<file path="config.mk">
export PLATFORM = sky130hd
export DESIGN_NAME = asa_top
export DESIGN_NICKNAME = d
export VERILOG_FILES = /design/src/core/asa_pkg.sv /design/src/core/asa_top.sv
export SDC_FILE = /design/constraint.sdc
export NUM_CORES = 1
export LEC_CHECK = 0
export ABC_AREA = 0
export BUFFER_PORTS_ARGS = -buffer_cell sky130_fd_sc_hd__clkbuf_2
export CORE_MARGIN = 2
export CORE_UTILIZATION = 35
export CTS_CLUSTER_SIZE = 40
export DETAILED_ROUTE_END_ITERATION = 10
export PLACE_DENSITY = 0.62
export SLEW_MARGIN = 20
export SYNTH_ARGS = -nofsm -noshare
export SYNTH_HDL_FRONTEND = slang
export SYNTH_HIERARCHICAL = 1
export SYNTH_SLANG_ARGS = --single-unit
export TNS_END_PERCENT = 50
</file>
<file path="constraint.sdc">
create_clock -name clock -period 4.7 [get_ports clock]
set_input_delay 0.235 -clock clock [delete_from_list [all_inputs] [get_ports clock]]
set_output_delay 0.235 -clock clock [all_outputs]
set_load 0.005 [all_outputs]
</file>
<file path="src/core/asa_pkg.sv">
package asa_pkg;
	// register select codes
	localparam logic [1:0] ASA_RS_DATA = 2'h0;
	localparam logic [1:0] ASA_RS_STATUS = 2'h1;
	localparam logic [1:0] ASA_RS_CMD = 2'h2;
	localparam logic [1:0] ASA_RS_CTRL = 2'h3;
	// values after hardware reset
	localparam logic [7:0] ASA_CMD_RST = 8'h00;
	localparam logic [7:0] ASA_CTRL_RST = 8'h00;
	// command field positions
	localparam int ASA_CMD_DTR = 0;
	localparam int ASA_CMD_IRD = 1;
	localparam int ASA_CMD_TIC = 2;
	localparam int ASA_CMD_REM = 4;
	localparam int ASA_CMD_PME = 5;
	localparam int ASA_CMD_PMC = 6;
	// control field positions
	localparam int ASA_CTRL_RCS = 4;
	localparam int ASA_CTRL_WL = 5;
	localparam int ASA_CTRL_SBN = 7;
	// bit timing in 16x ticks
	localparam logic [4:0] ASA_TICKS_BIT = 5'h10;
	localparam logic [4:0] ASA_TICKS_HALF = 5'h08;
	localparam logic [4:0] ASA_TICKS_STOP15 = 5'h18;
	// baud generator
	localparam int ASA_XTAL_HZ = 1843200;
	localparam int ASA_OVERSAMPLE = 16;
	localparam int ASA_X16 = ASA_XTAL_HZ / ASA_OVERSAMPLE;
	localparam logic [15:0][11:0] ASA_BAUD_DIV = {
		12'(ASA_X16 / 19200), 12'(ASA_X16 / 9600), 12'(ASA_X16 / 7200), 12'(ASA_X16 / 4800),
		12'(ASA_X16 / 3600), 12'(ASA_X16 / 2400), 12'(ASA_X16 / 1800), 12'(ASA_X16 / 1200),
		12'(ASA_X16 / 600), 12'(ASA_X16 / 300), 12'(ASA_X16 / 150), 12'(ASA_X16 * 100 / 13458),
		12'(ASA_X16 * 100 / 10992), 12'(ASA_X16 / 75), 12'(ASA_X16 / 50), 12'h001};
	// receive buffer
	localparam int ASA_FIFO_DEPTH = 16;
	localparam int ASA_RX_W = 10;

	typedef enum logic [1:0] {
		ASA_TX_IDLE = 2'b01,
		ASA_TX_RUN = 2'b10
	} asa_tx_e;

	typedef enum logic [2:0] {
		ASA_RX_IDLE = 3'b001,
		ASA_RX_START = 3'b010,
		ASA_RX_BITS = 3'b100
	} asa_rx_e;

	typedef struct packed {
		logic select_high;
		logic select_low_n;
		logic reg_select_hi;
		logic reg_select_lo;
		logic rw;
		logic phi2;
		logic [7:0] data;
	} asa_bus_in_s;

	typedef struct packed {
		logic rxd;
		logic cts_n;
		logic dsr_n;
		logic carrier_detect_n;
		logic receive_clock_pin;
		logic crystal_in;
	} asa_modem_in_s;
endpackage

</file>
<file path="src/core/asa_top.sv">
`timescale 1ns/10ps
module asa_fifo #(
	parameter int W = 10,
	parameter int D = 16
) (
	// clock and reset
	input wire logic clock,
	input wire logic rst,
	// fill side
	input wire logic in_valid,
	output logic in_ready,
	input wire logic [W-1:0] in_data,
	// drain side
	output logic out_valid,
	input wire logic out_ready,
	output logic [W-1:0] out_data
);
	localparam int AW = $clog2(D);
	typedef struct packed {
		logic [D-1:0][W-1:0] mem;
		logic [AW-1:0] wp;
		logic [AW-1:0] rp;
		logic [AW:0] cnt;
	} asa_fifo_s;
	asa_fifo_s s_r;
	asa_fifo_s s_nxt;
	logic push;
	logic pop;

	assign in_ready = s_r.cnt != (AW + 1)'(D);
	assign out_valid = s_r.cnt != '0;
	assign out_data = s_r.mem[s_r.rp];
	assign push = in_valid & in_ready;
	assign pop = out_valid & out_ready;

	always_comb begin
		s_nxt = s_r;
		if (push) begin
			s_nxt.mem[s_r.wp] = in_data;
			s_nxt.wp = s_r.wp + 1'b1;
		end
		if (pop) begin
			s_nxt.rp = s_r.rp + 1'b1;
		end
		s_nxt.cnt = s_r.cnt + (AW + 1)'(push) - (AW + 1)'(pop);
	end

	always_ff @(posedge clock or posedge rst) begin
		if (rst) begin
			s_r <= '0;
		end else begin
			s_r <= s_nxt;
		end
	end
endmodule

// Behaviour
// - hardware reset clears command and control registers to all zeros.
// - hardware reset clears status except pin-following bits; transmit-empty set.
// - bus transfers complete at the falling edge of phase two while selected.
// - selected when first select high and second select low; register selects address.
// - direction high reads from device, low writes into device.
// - select 00 data, 01 soft reset or status, 10 command, 11 control.
// - soft reset clears command bits 4..0 and overrun, keeps control.
// - only command and control read back; transmit write-only, receive read-only.
// - interrupt line is open drain, pulled low while interrupt pending.
// - data lines float except during selected read cycles.
// - transmit NRZ, bit 0 first, bits above word length ignored.
// - first received bit lands in bit 0, upper bits zero, parity stripped.
// - receive clock pin is input, or 16x output when baud generator clocks receiver.
// - transmitter runs only while clear-to-send is low.
// - terminal-ready output is low when command bit 0 is set.
// - enabled interrupt condition sets status bit 7 and its flag, pulls line low.
// - status layout irq, set-ready, carrier, tx empty, rx full, overrun, framing, parity.
// - transmit rate is one of fifteen internal rates or external clock / 16.
// - receive rate is transmit rate or external receive clock / 16.
// - word length 5..8, even/odd/no parity, 1, 1.5 or 2 stop bits.
// - receive-full sets on transfer into receive register, clears on its read.
// - transmit-empty sets on move into shifter, clears on transmit write.
// - status read clears interrupt summary bit.
// - error bits raise no interrupt and clear after receive register read.
module asa_top (
	// clock and reset
	input wire logic clock,
	input wire logic rst,
	// processor bus
	input wire logic hw_reset_n,
	input wire asa_pkg::asa_bus_in_s bus_in,
	output logic [7:0] data_out,
	output logic data_oe_n,
	output logic irq_out,
	output logic irq_oe_n,
	// modem side
	input wire asa_pkg::asa_modem_in_s modem_in,
	output logic txd,
	output logic rts_n,
	output logic dtr_n,
	output logic receive_clock_out,
	output logic receive_clock_oe_n,
	output logic crystal_out
);
	import asa_pkg::*;

	typedef struct packed {
		asa_bus_in_s bus_s1;
		asa_bus_in_s bus_s2;
		asa_modem_in_s mod_s1;
		asa_modem_in_s mod_s2;
		logic hrst_s1;
		logic hrst_s2;
		logic phi2_d;
		logic rxc_d;
		logic xtal_d;
		logic dsr_d;
		logic dcd_d;
		logic [7:0] cmd;
		logic [7:0] ctrl;
		logic [7:0] transmit_data;
		logic [7:0] receive_data;
		logic rx_reg_full;
		logic tx_reg_empty;
		logic overrun_flag;
		logic fe;
		logic pe;
		logic irq;
		logic [11:0] baud_cnt;
		asa_tx_e tx_st;
		logic [4:0] tx_tick;
		logic [3:0] tx_bit;
		logic [3:0] tx_nbits;
		logic [11:0] tx_sh;
		logic txd;
		asa_rx_e rx_st;
		logic [4:0] rx_tick;
		logic [3:0] rx_bit;
		logic [7:0] rx_sh;
		logic rx_par;
		logic rx_push;
		logic [ASA_RX_W-1:0] rx_word;
		logic [7:0] dout;
		logic oe_n;
		logic rxc_o;
		logic rxc_oe_n;
		logic xo;
	} asa_state_s;

	asa_state_s s_r;
	asa_state_s s_nxt;
	logic fifo_in_ready;
	logic fifo_out_valid;
	logic fifo_out_ready;
	logic [ASA_RX_W-1:0] fifo_out_data;

	assign fifo_out_ready = ~s_r.rx_reg_full;

	asa_fifo #(
		.W(ASA_RX_W),
		.D(ASA_FIFO_DEPTH)
	) u_rx_fifo (
		.clock(clock),
		.rst(rst),
		.in_valid(s_r.rx_push),
		.in_ready(fifo_in_ready),
		.in_data(s_r.rx_word),
		.out_valid(fifo_out_valid),
		.out_ready(fifo_out_ready),
		.out_data(fifo_out_data)
	);

	always_comb begin
		asa_bus_in_s b;
		asa_modem_in_s m;
		logic sel, acc, wr, rd, tick16, rx_tick, tx_en, rx_ie, tx_ie;
		logic par, two_stop, half_stop, pme, last;
		logic [1:0] rs;
		logic [11:0] div;
		logic [3:0] wl;
		logic [7:0] masked;
		logic [7:0] status;
		logic [11:0] fr;
		logic [4:0] len;
		b = s_r.bus_s2;
		m = s_r.mod_s2;
		sel = 1'b0;
		acc = 1'b0;
		wr = 1'b0;
		rd = 1'b0;
		tick16 = 1'b0;
		rx_tick = 1'b0;
		tx_en = 1'b0;
		rx_ie = 1'b0;
		tx_ie = 1'b0;
		par = 1'b0;
		two_stop = 1'b0;
		half_stop = 1'b0;
		pme = 1'b0;
		last = 1'b0;
		rs = 2'h0;
		div = 12'h000;
		wl = 4'h0;
		masked = 8'h00;
		status = 8'h00;
		fr = 12'hFFF;
		len = ASA_TICKS_BIT;
		s_nxt = s_r;

		// two-stage synchronisers for every pin
		s_nxt.bus_s1 = bus_in;
		s_nxt.bus_s2 = s_r.bus_s1;
		s_nxt.mod_s1 = modem_in;
		s_nxt.mod_s2 = s_r.mod_s1;
		s_nxt.hrst_s1 = hw_reset_n;
		s_nxt.hrst_s2 = s_r.hrst_s1;
		s_nxt.phi2_d = b.phi2;
		s_nxt.rxc_d = m.receive_clock_pin;
		s_nxt.xtal_d = m.crystal_in;
		s_nxt.dsr_d = m.dsr_n;
		s_nxt.dcd_d = m.carrier_detect_n;
		s_nxt.xo = ~m.crystal_in;

		// bus decode; an access completes at the falling edge of phase two
		sel = b.select_high & ~b.select_low_n;
		rs = {b.reg_select_hi, b.reg_select_lo};
		acc = sel & s_r.phi2_d & ~b.phi2;
		wr = acc & ~b.rw;
		rd = acc & b.rw;
		status = {s_r.irq, m.dsr_n, m.carrier_detect_n, s_r.tx_reg_empty, s_r.rx_reg_full, s_r.overrun_flag, s_r.fe, s_r.pe};
		unique case (rs)
			ASA_RS_DATA: s_nxt.dout = s_r.receive_data;
			ASA_RS_STATUS: s_nxt.dout = status;
			ASA_RS_CMD: s_nxt.dout = s_r.cmd;
			ASA_RS_CTRL: s_nxt.dout = s_r.ctrl;
		endcase
		s_nxt.oe_n = ~(sel & b.phi2 & b.rw);

		if (wr) begin
			unique case (rs)
				ASA_RS_DATA: begin
					s_nxt.transmit_data = b.data;
					s_nxt.tx_reg_empty = 1'b0;
				end
				ASA_RS_STATUS: begin
					s_nxt.cmd[4:0] = 5'h00;
					s_nxt.overrun_flag = 1'b0;
				end
				ASA_RS_CMD: s_nxt.cmd = b.data;
				ASA_RS_CTRL: s_nxt.ctrl = b.data;
			endcase
		end
		if (rd && rs == ASA_RS_DATA) begin
			s_nxt.rx_reg_full = 1'b0;
			s_nxt.overrun_flag = 1'b0;
			s_nxt.fe = 1'b0;
			s_nxt.pe = 1'b0;
		end
		if (rd && rs == ASA_RS_STATUS) begin
			s_nxt.irq = 1'b0;
		end

		// baud generator counts crystal edges; divisor 1 means external clock
		div = ASA_BAUD_DIV[s_r.ctrl[3:0]];
		if (m.crystal_in && !s_r.xtal_d) begin
			if (s_r.baud_cnt >= div - 12'h001) begin
				s_nxt.baud_cnt = 12'h000;
				tick16 = 1'b1;
			end else begin
				s_nxt.baud_cnt = s_r.baud_cnt + 12'h001;
			end
		end
		s_nxt.rxc_o = (s_r.ctrl[3:0] == 4'h0) ? m.crystal_in : (s_r.baud_cnt < (div >> 1));
		s_nxt.rxc_oe_n = ~s_r.ctrl[ASA_CTRL_RCS];
		rx_tick = s_r.ctrl[ASA_CTRL_RCS] ? tick16 : (m.receive_clock_pin & ~s_r.rxc_d);

		// character format
		pme = s_r.cmd[ASA_CMD_PME];
		wl = 4'h8 - {2'h0, s_r.ctrl[ASA_CTRL_WL +: 2]};
		masked = s_r.transmit_data & (8'hFF >> s_r.ctrl[ASA_CTRL_WL +: 2]);
		half_stop = s_r.ctrl[ASA_CTRL_SBN] & (wl == 4'h5) & ~pme;
		two_stop = s_r.ctrl[ASA_CTRL_SBN] & ~half_stop & ~((wl == 4'h8) & pme);
		unique case (s_r.cmd[ASA_CMD_PMC +: 2])
			2'h0: par = ~^masked;
			2'h1: par = ^masked;
			2'h2: par = 1'b1;
			2'h3: par = 1'b0;
		endcase
		fr[0] = 1'b0;
		for (int i = 0; i < 8; i++) begin
			if (4'(i) < wl) begin
				fr[i + 1] = s_r.transmit_data[i];
			end
		end
		if (pme) begin
			fr[wl + 4'h1] = par;
		end

		// interrupt enables
		rx_ie = s_r.cmd[ASA_CMD_DTR] & ~s_r.cmd[ASA_CMD_IRD];
		tx_ie = s_r.cmd[ASA_CMD_DTR] & (s_r.cmd[ASA_CMD_TIC +: 2] == 2'h1);
		if (rx_ie && (m.dsr_n != s_r.dsr_d || m.carrier_detect_n != s_r.dcd_d)) begin
			s_nxt.irq = 1'b1;
		end

		// transmitter
		tx_en = s_r.cmd[ASA_CMD_DTR] & (s_r.cmd[ASA_CMD_TIC +: 2] != 2'h0) & ~m.cts_n;
		unique case (s_r.tx_st)
			ASA_TX_IDLE: begin
				s_nxt.txd = 1'b1;
				if (s_r.cmd[ASA_CMD_REM] && s_r.cmd[ASA_CMD_TIC +: 2] == 2'h0) begin
					s_nxt.txd = m.rxd;
				end
				if (s_r.cmd[ASA_CMD_TIC +: 2] == 2'h3 && s_r.tx_reg_empty) begin
					s_nxt.txd = 1'b0;
				end
				if (tx_en && !s_r.tx_reg_empty) begin
					s_nxt.tx_sh = fr;
					s_nxt.tx_nbits = 4'h1 + wl + {3'h0, pme} + (two_stop ? 4'h2 : 4'h1);
					s_nxt.tx_bit = 4'h0;
					s_nxt.tx_tick = 5'h00;
					s_nxt.txd = fr[0];
					s_nxt.tx_reg_empty = 1'b1;
					s_nxt.tx_st = ASA_TX_RUN;
					if (tx_ie) begin
						s_nxt.irq = 1'b1;
					end
				end
			end
			ASA_TX_RUN: begin
				last = s_r.tx_bit == s_r.tx_nbits - 4'h1;
				len = (last && half_stop) ? ASA_TICKS_STOP15 : ASA_TICKS_BIT;
				if (!tx_en) begin
					s_nxt.txd = 1'b1;
					s_nxt.tx_st = ASA_TX_IDLE;
				end else if (tick16) begin
					if (s_r.tx_tick == len - 5'h01) begin
						s_nxt.tx_tick = 5'h00;
						if (last) begin
							s_nxt.tx_st = ASA_TX_IDLE;
						end else begin
							s_nxt.tx_bit = s_r.tx_bit + 4'h1;
							s_nxt.tx_sh = s_r.tx_sh >> 1;
							s_nxt.txd = s_r.tx_sh[1];
						end
					end else begin
						s_nxt.tx_tick = s_r.tx_tick + 5'h01;
					end
				end
			end
		endcase

		// receiver
		if (fifo_in_ready && s_r.rx_push) begin
			s_nxt.rx_push = 1'b0;
		end
		unique case (s_r.rx_st)
			ASA_RX_IDLE: begin
				if (rx_tick && !m.rxd && s_r.cmd[ASA_CMD_DTR]) begin
					s_nxt.rx_tick = 5'h00;
					s_nxt.rx_st = ASA_RX_START;
				end
			end
			ASA_RX_START: begin
				if (rx_tick) begin
					if (s_r.rx_tick == ASA_TICKS_HALF - 5'h01) begin
						s_nxt.rx_tick = 5'h00;
						s_nxt.rx_bit = 4'h0;
						s_nxt.rx_sh = 8'h00;
						s_nxt.rx_st = m.rxd ? ASA_RX_IDLE : ASA_RX_BITS;
					end else begin
						s_nxt.rx_tick = s_r.rx_tick + 5'h01;
					end
				end
			end
			ASA_RX_BITS: begin
				if (rx_tick) begin
					if (s_r.rx_tick == ASA_TICKS_BIT - 5'h01) begin
						s_nxt.rx_tick = 5'h00;
						s_nxt.rx_bit = s_r.rx_bit + 4'h1;
						if (s_r.rx_bit < wl) begin
							s_nxt.rx_sh[s_r.rx_bit[2:0]] = m.rxd;
						end else if (pme && s_r.rx_bit == wl) begin
							s_nxt.rx_par = m.rxd;
						end else begin
							s_nxt.rx_st = ASA_RX_IDLE;
							if (fifo_in_ready && !s_r.rx_push) begin
								s_nxt.rx_push = 1'b1;
								s_nxt.rx_word = {~m.rxd,
									pme & ~s_r.cmd[ASA_CMD_PMC + 1] &
									(s_r.rx_par != (s_r.cmd[ASA_CMD_PMC] ? ^s_r.rx_sh : ~^s_r.rx_sh)),
									s_r.rx_sh};
							end else begin
								s_nxt.overrun_flag = 1'b1;
							end
						end
					end else begin
						s_nxt.rx_tick = s_r.rx_tick + 5'h01;
					end
				end
			end
			default: s_nxt.rx_st = ASA_RX_IDLE;
		endcase

		// move the oldest buffered character into the receive register
		if (fifo_out_valid && !s_r.rx_reg_full) begin
			s_nxt.receive_data = fifo_out_data[7:0];
			s_nxt.pe = fifo_out_data[8];
			s_nxt.fe = fifo_out_data[9];
			s_nxt.rx_reg_full = 1'b1;
			if (rx_ie) begin
				s_nxt.irq = 1'b1;
			end
		end

		// hardware reset pin, already synchronised
		if (!s_r.hrst_s2) begin
			s_nxt.cmd = ASA_CMD_RST;
			s_nxt.ctrl = ASA_CTRL_RST;
			s_nxt.tx_reg_empty = 1'b1;
			s_nxt.rx_reg_full = 1'b0;
			s_nxt.overrun_flag = 1'b0;
			s_nxt.fe = 1'b0;
			s_nxt.pe = 1'b0;
			s_nxt.irq = 1'b0;
			s_nxt.rx_push = 1'b0;
			s_nxt.tx_st = ASA_TX_IDLE;
			s_nxt.rx_st = ASA_RX_IDLE;
			s_nxt.txd = 1'b1;
		end
	end

	always_ff @(posedge clock or posedge rst) begin
		if (rst) begin
			s_r <= '0;
			s_r.tx_reg_empty <= 1'b1;
			s_r.txd <= 1'b1;
			s_r.oe_n <= 1'b1;
			s_r.rxc_oe_n <= 1'b1;
			s_r.tx_st <= ASA_TX_IDLE;
			s_r.rx_st <= ASA_RX_IDLE;
		end else begin
			s_r <= s_nxt;
		end
	end

	assign data_out = s_r.dout;
	assign data_oe_n = s_r.oe_n;
	assign irq_out = 1'b0;
	assign irq_oe_n = ~s_r.irq;
	assign txd = s_r.txd;
	assign rts_n = (s_r.cmd[ASA_CMD_TIC +: 2] == 2'h0) & ~s_r.cmd[ASA_CMD_REM];
	assign dtr_n = ~s_r.cmd[ASA_CMD_DTR];
	assign receive_clock_out = s_r.rxc_o;
	assign receive_clock_oe_n = s_r.rxc_oe_n;
	assign crystal_out = s_r.xo;
endmodule

</file>
Word-level counts from Yosys, hierarchy flattened
Memories as Yosys holds them, arrays and structs flattened.
Index checks and enable logic that the tools add are counted.
{"block": "op_classes", "n_addsub": 16, "shifts": 1, "bitwise_logic": 43, "order_cmp": 19, "reduce_logical": 50, "multipliers": 0, "div": 0, "n_mux": 102, "n_eq_ne": 52}
{"operator": "$bwmux W160", "n": 1}
{"operator": "$mux W12", "n": 6}
{"operator": "$mux W24", "n": 2}
{"operator": "$mux W11", "n": 4}
{"operator": "$bmux W10 S4", "n": 1}
{"operator": "$demux W10 S4", "n": 1}
{"operator": "$mux W1", "n": 39}
{"operator": "$mux W13", "n": 3}
{"operator": "$mux W32", "n": 1}
{"operator": "$mux W8", "n": 4}
{"operator": "$pmux W8 S4", "n": 1}
{"operator": "$mux W28", "n": 1}
{"operator": "$pmux W13 S2", "n": 1}
{"operator": "$mux W3", "n": 8}
{"operator": "$ne A3 B3 Y1 const B", "n": 8}
{"operator": "$pmux W12 S2", "n": 1}
{"operator": "$and A1 B1 Y1", "n": 22}
{"operator": "$ne A2 B2 Y1 const B", "n": 11}
{"operator": "$pmux W11 S2", "n": 1}
{"operator": "$lt A4 B5 Y1 const B", "n": 4}
{"operator": "$mux W10", "n": 2}
{"operator": "$mux W20", "n": 1}
{"operator": "$not A1 Y1", "n": 20}
{"operator": "$logic_and A1 B1 Y1", "n": 17}
{"operator": "68 further kinds", "n": 123}
{"block": "word_totals", "romBits": 192, "memories": 1, "ramBits": 0, "reg_bits": 342, "latch_bits": 0}
{"name": "(name not given)", "depth": 16, "word_bits": 12, "read_ports": 1, "rd_clocked_by_memory_dff": 0, "write_ports": 0, "line_no": "asa_top.sv:261", "source": "div = ASA_BAUD_DIV[s_r.ctrl[3:0]];"}

Depth between registers and ports, before layout
{"block": "depth", "depth_word": 14, "ltp_mapped": 18, "mapped_depth_nobuf": 16}

Cells and area by module
Netlist, hierarchy kept.
{"module": "asa_top", "area_per_inst_um2": 8595.7, "instances": 1, "seq_area_each_um2": 4211.5, "cells_each": 809}
{"module": "asa_fifo", "area_per_inst_um2": 8245.4, "instances": 1, "seq_area_each_um2": 4329.2, "cells_each": 547}

Worst setup path after synthesis
Ideal clock, no wire load.
{"block": "synth_path", "path_type": "reg2reg", "startpoint": "register s_r[107] (netlist name)", "endpoint": "register s_r[66] (netlist name)", "arrival_time_ps": 3717, "n_path_buf": 2, "required_ps": 4578, "period_less_slack_ps": 3838, "setup_slack_ps": 862, "stages_incl_launch_ff": 17, "setup_time_ps": 122, "cell_sequence": "dfrtp_1 buf_2 inv_1 ha_1 mux4_2 nor2_1 nand4_1 nor2_1 xor2_1 ha_1 a21o_1 a211o_1 o211ai_1 o21ai_0 clkbuf_1 and2_1 a32o_1"}

==> impl_results.md <==
* Status: completed
* Pins Over Slew Limit at 0
* Vias per cell at 5.28
* TritonCTS buffer count at 37
* Crit. Startpoint: s_r[106]$_DFFE_PP0P_
* Clock skew at 0.0319 ns
* Async S/R FF share, synth at 100%
* # clock sinks at 341
* CP most frequent cell: nand2_1
* DRT Wirelength at 37.5 mm
* Worst-margin pin slew at 1.05 ns
* Post-synth EDFFs at 0
* Worst Setup EP: s_r[16]$_DFFE_PP0P_
* Switching share of power at 23.2%
* Placer congestion estimate at 0.859
* Syn-to-layout area delta at 12.5%
* Final setup vio count at 0
* CORE AREA at 0.0476 mm²
* Pint at 4790 µW
* Final std cells w/o fill at 2033
* CTS tree: done
* Inst Count DP at 1945
* Synth Register Bits at 341
* # IOs at 40
* Number of core rows at 80
* Yosys top cell area share at 49.8%
* Starting DRC count in detailed routing at 737
* Maximum Capacitance Violations at 0
* Initial antenna violation count at 0
* Max transition margin at 29.7%
* Fin nets at 1476
* Synth unique cells at 88
* Cell accounting for the most synthesized area: dfrtp_1
* CP max stage cell: dfrtp_1
* Power after layout at 6240 µW
* CP Cell Sequence: inv_1 -> ha_1 -> mux4_2 -> nor2_1 -> nand2_1 -> xnor2_1 -> ha_1 -> nand2_1 -> nor3_2 -> a21oi_2 -> o211ai_4 -> nand2_1 -> nor4b_2 -> buf_4 -> mux2_2
* Critical path depth at 15
* Avg Inst Size Synth at 12.4 µm²
* Synth top area cells: dfrtp_1, mux2_2, ha_1, mux4_2, mux2i_1
* Post-synth net total at 1441
* R2R setup slack at 0.30 ns
* Worst reg2reg path endpoint: s_r[16]$_DFFE_PP0P_
* DR DRC count at 0
* WS Path Type: flop to flop
* R2R Path Start: s_r[106]$_DFFE_PP0P_
* Seq/Total Area, Yosys at 50.7%
* NetSw at 1450 µW
* Hold Vio Cnt, Final at 0
* Power density over the cells at 329 mW/mm²
* YS warnings at 6
* Delay-heaviest family, CP: simple AND/OR/NAND/NOR gates
* Critical Path Max Stage Delay at 0.49 ns
* Die height at 223 µm
* Min Tclk post-route at 4.40 ns
* Layout cell share with drive strength beyond 1 at 24.4%
* Gr ovfl total at 0
* Port bufs at 38
* Final worst setup slack at 0.298 ns
* Die span in x at 223 µm
* Tcrit/Tclk final at 93.7%
* Detailed-route via count at 10736
* Arrival @ worst endpoint at 4.81 ns
* Max IR drop VDD at 0.222 mV
* Reg2Reg Depth at 15
* Drt wl/cell at 18.5 µm
* Drt pass-1 iters at 4
* Synth Instances at 1356
* CTS H-tree depth at 2
* Skew-Pair Late Insertion Delay at 0.55 ns
* Final Hold Slack at 0.329 ns
* Clock-pin transition on the worst setup and hold timing paths at 0.06 ns
* Number of global-route vias before repair at 11035
* Worst slack at placement at 0.255 ns
* Max Freq at 227 MHz
* Clock root cell: clkbuf_16
* N_diodes at 0
* Synth cell count leaders: dfrtp_1, mux2_2, nand2_1
* Final core utilization at 39.8%
* Max FO, Critical Path at 10
* HP Class: primary input to flop
* First-pass GRT wire length at 61.4 mm
* Crit end category: flop
* Post-Syn Area at 0.0168 mm²
* Starting density of the core at 35.3%
* Buffers & Inverters on Critical Path at 2
* Seq pwr share at 48.7%
* Crit path launch type: flop
* Total GRT Usage at 15.3%
* Detail Route Antenna Nets at 0
* Die area at 0.0499 mm²
* Leak pwr at 0.00874 µW
* Post-synth top flop: dfrtp_1
* Final HPWL DP at 25.0 mm
* Clock share of power at 46.7%
* Most frequent cell after synthesis: dfrtp_1
* CTS max path bufs at 3
* Combinational fraction of design power at 4.6%
* WP data required at 5.11 ns
* Pin count of the biggest net entering global routing at 174
==> cell type report <==
class,count,area [µm²]
clock buffer,54,1020
clock inverter,12,191
fill,4469,28700
inverter,48,189
multi-input combinational,893,7730
sequential,341,8550
tap,615,769
timing repair buffer,70,498
==> repair_timing <==
item,CTS,global route
hold endpoints to repair,90,0
resized for setup,0,3
setup endpoints to repair,0,25
hold buffers,22,0
setup buffers,0,0
==> worst reg2reg max path, stage by stage, from the launching register on <==
cell and delay, ns:
dfrtp_1 0.49, inv_1 0.18, ha_1 0.30, mux4_2 0.49
nor2_1 0.29, nand2_1 0.18, xnor2_1 0.16, ha_1 0.29
nand2_1 0.07, nor3_2 0.21, a21oi_2 0.11, o211ai_4 0.34
nand2_1 0.27, nor4b_2 0.32, buf_4 0.23, mux2_2 0.35
==> cells in the final DEF (no fill, tap or decap), drive strengths merged, types with 34 or more instances in the layout <==
| cell type | Yosys | routed |
|---|---|---|
| clkbuf | 37 | 92 |
| dfrtp | 335 | 335 |
| nor2 | 57 | 57 |
| mux2i | 54 | 54 |
| inv | 47 | 47 |
| a21oi | 39 | 39 |
| nand3 | 34 | 34 |
| nand2 | 101 | 101 |
| o21ai | 52 | 52 |
| mux2 | 179 | 179 |
| ha | 59 | 59 |
==> power groups by stage <==
stage / logic (µW) / registers [µW] / clock network [µW]
after global routing: 329 / 3050 / 3120
final: 286 / 3040 / 2910
after global placement: 269 / 3090 / 0
after floorplan: 213 / 3060 / 0
after CTS: 292 / 3040 / 3000
after detailed placement: 276 / 3090 / 0
==> flip-flops by register name, indices dropped and copies added (netlist names) <==
signal,cells
u_rx_fifo/s_r,173
receive_clock_out,1
s_r,129
data_out,8
crystal_out,1
receive_clock_oe_n,1
txd,1
s_nxt,26
data_oe_n,1
==> cell families (layout without fill, tap and decap cells) <==
family | Yosys count | after routing | share of synthesized area (%)
compound gates | 208 | 208 | 8.46
xor+xnor | 57 | 57 | 3.05
fa+ha+maj | 63 | 63 | 4.80
buf+inv | 122 | 184 | 3.48
flops | 341 | 341 | 50.7
mux | 262 | 262 | 19.5
other cells | 1 | 1 | 0.0223
simple gates | 302 | 302 | 9.95
==> worst min path at each step <==
stage,startpoint,to,slack [ns],cells past startpoint
floorplan,hw_reset_n,s_nxt[127]$_DFF_PP0_,0.27,0
global placement,s_nxt[130]$_DFF_PP0_,s_nxt[125]$_DFF_PP0_,0.33,0
detailed placement,s_nxt[148]$_DFF_PP0_,s_r[148]$_DFF_PP0_,0.33,0
CTS,hw_reset_n,s_nxt[127]$_DFF_PP0_,0.30,2
global route,bus_in[5],s_nxt[146]$_DFF_PP0_,0.32,2
finish,bus_in[10],s_nxt[151]$_DFF_PP0_,0.33,2
==> layer usage <==
layer	share of wire, %	GRT usage, %
met5	0	0
met1	47	21.2
met4	2.2	4.04
met3	3.7	2.46
met2	47	25.2
==> metrics by stage <==
step / TNS [ns] / instance area, µm²
after floorplan: -11.63 / 16800
after global placement: 0 / 17500
after detailed placement: 0 / 17500
after CTS: 0 / 18900
after global routing: -0.000836 / 18900
final: 0 / 18900
(Power assumes the default switching activity.)
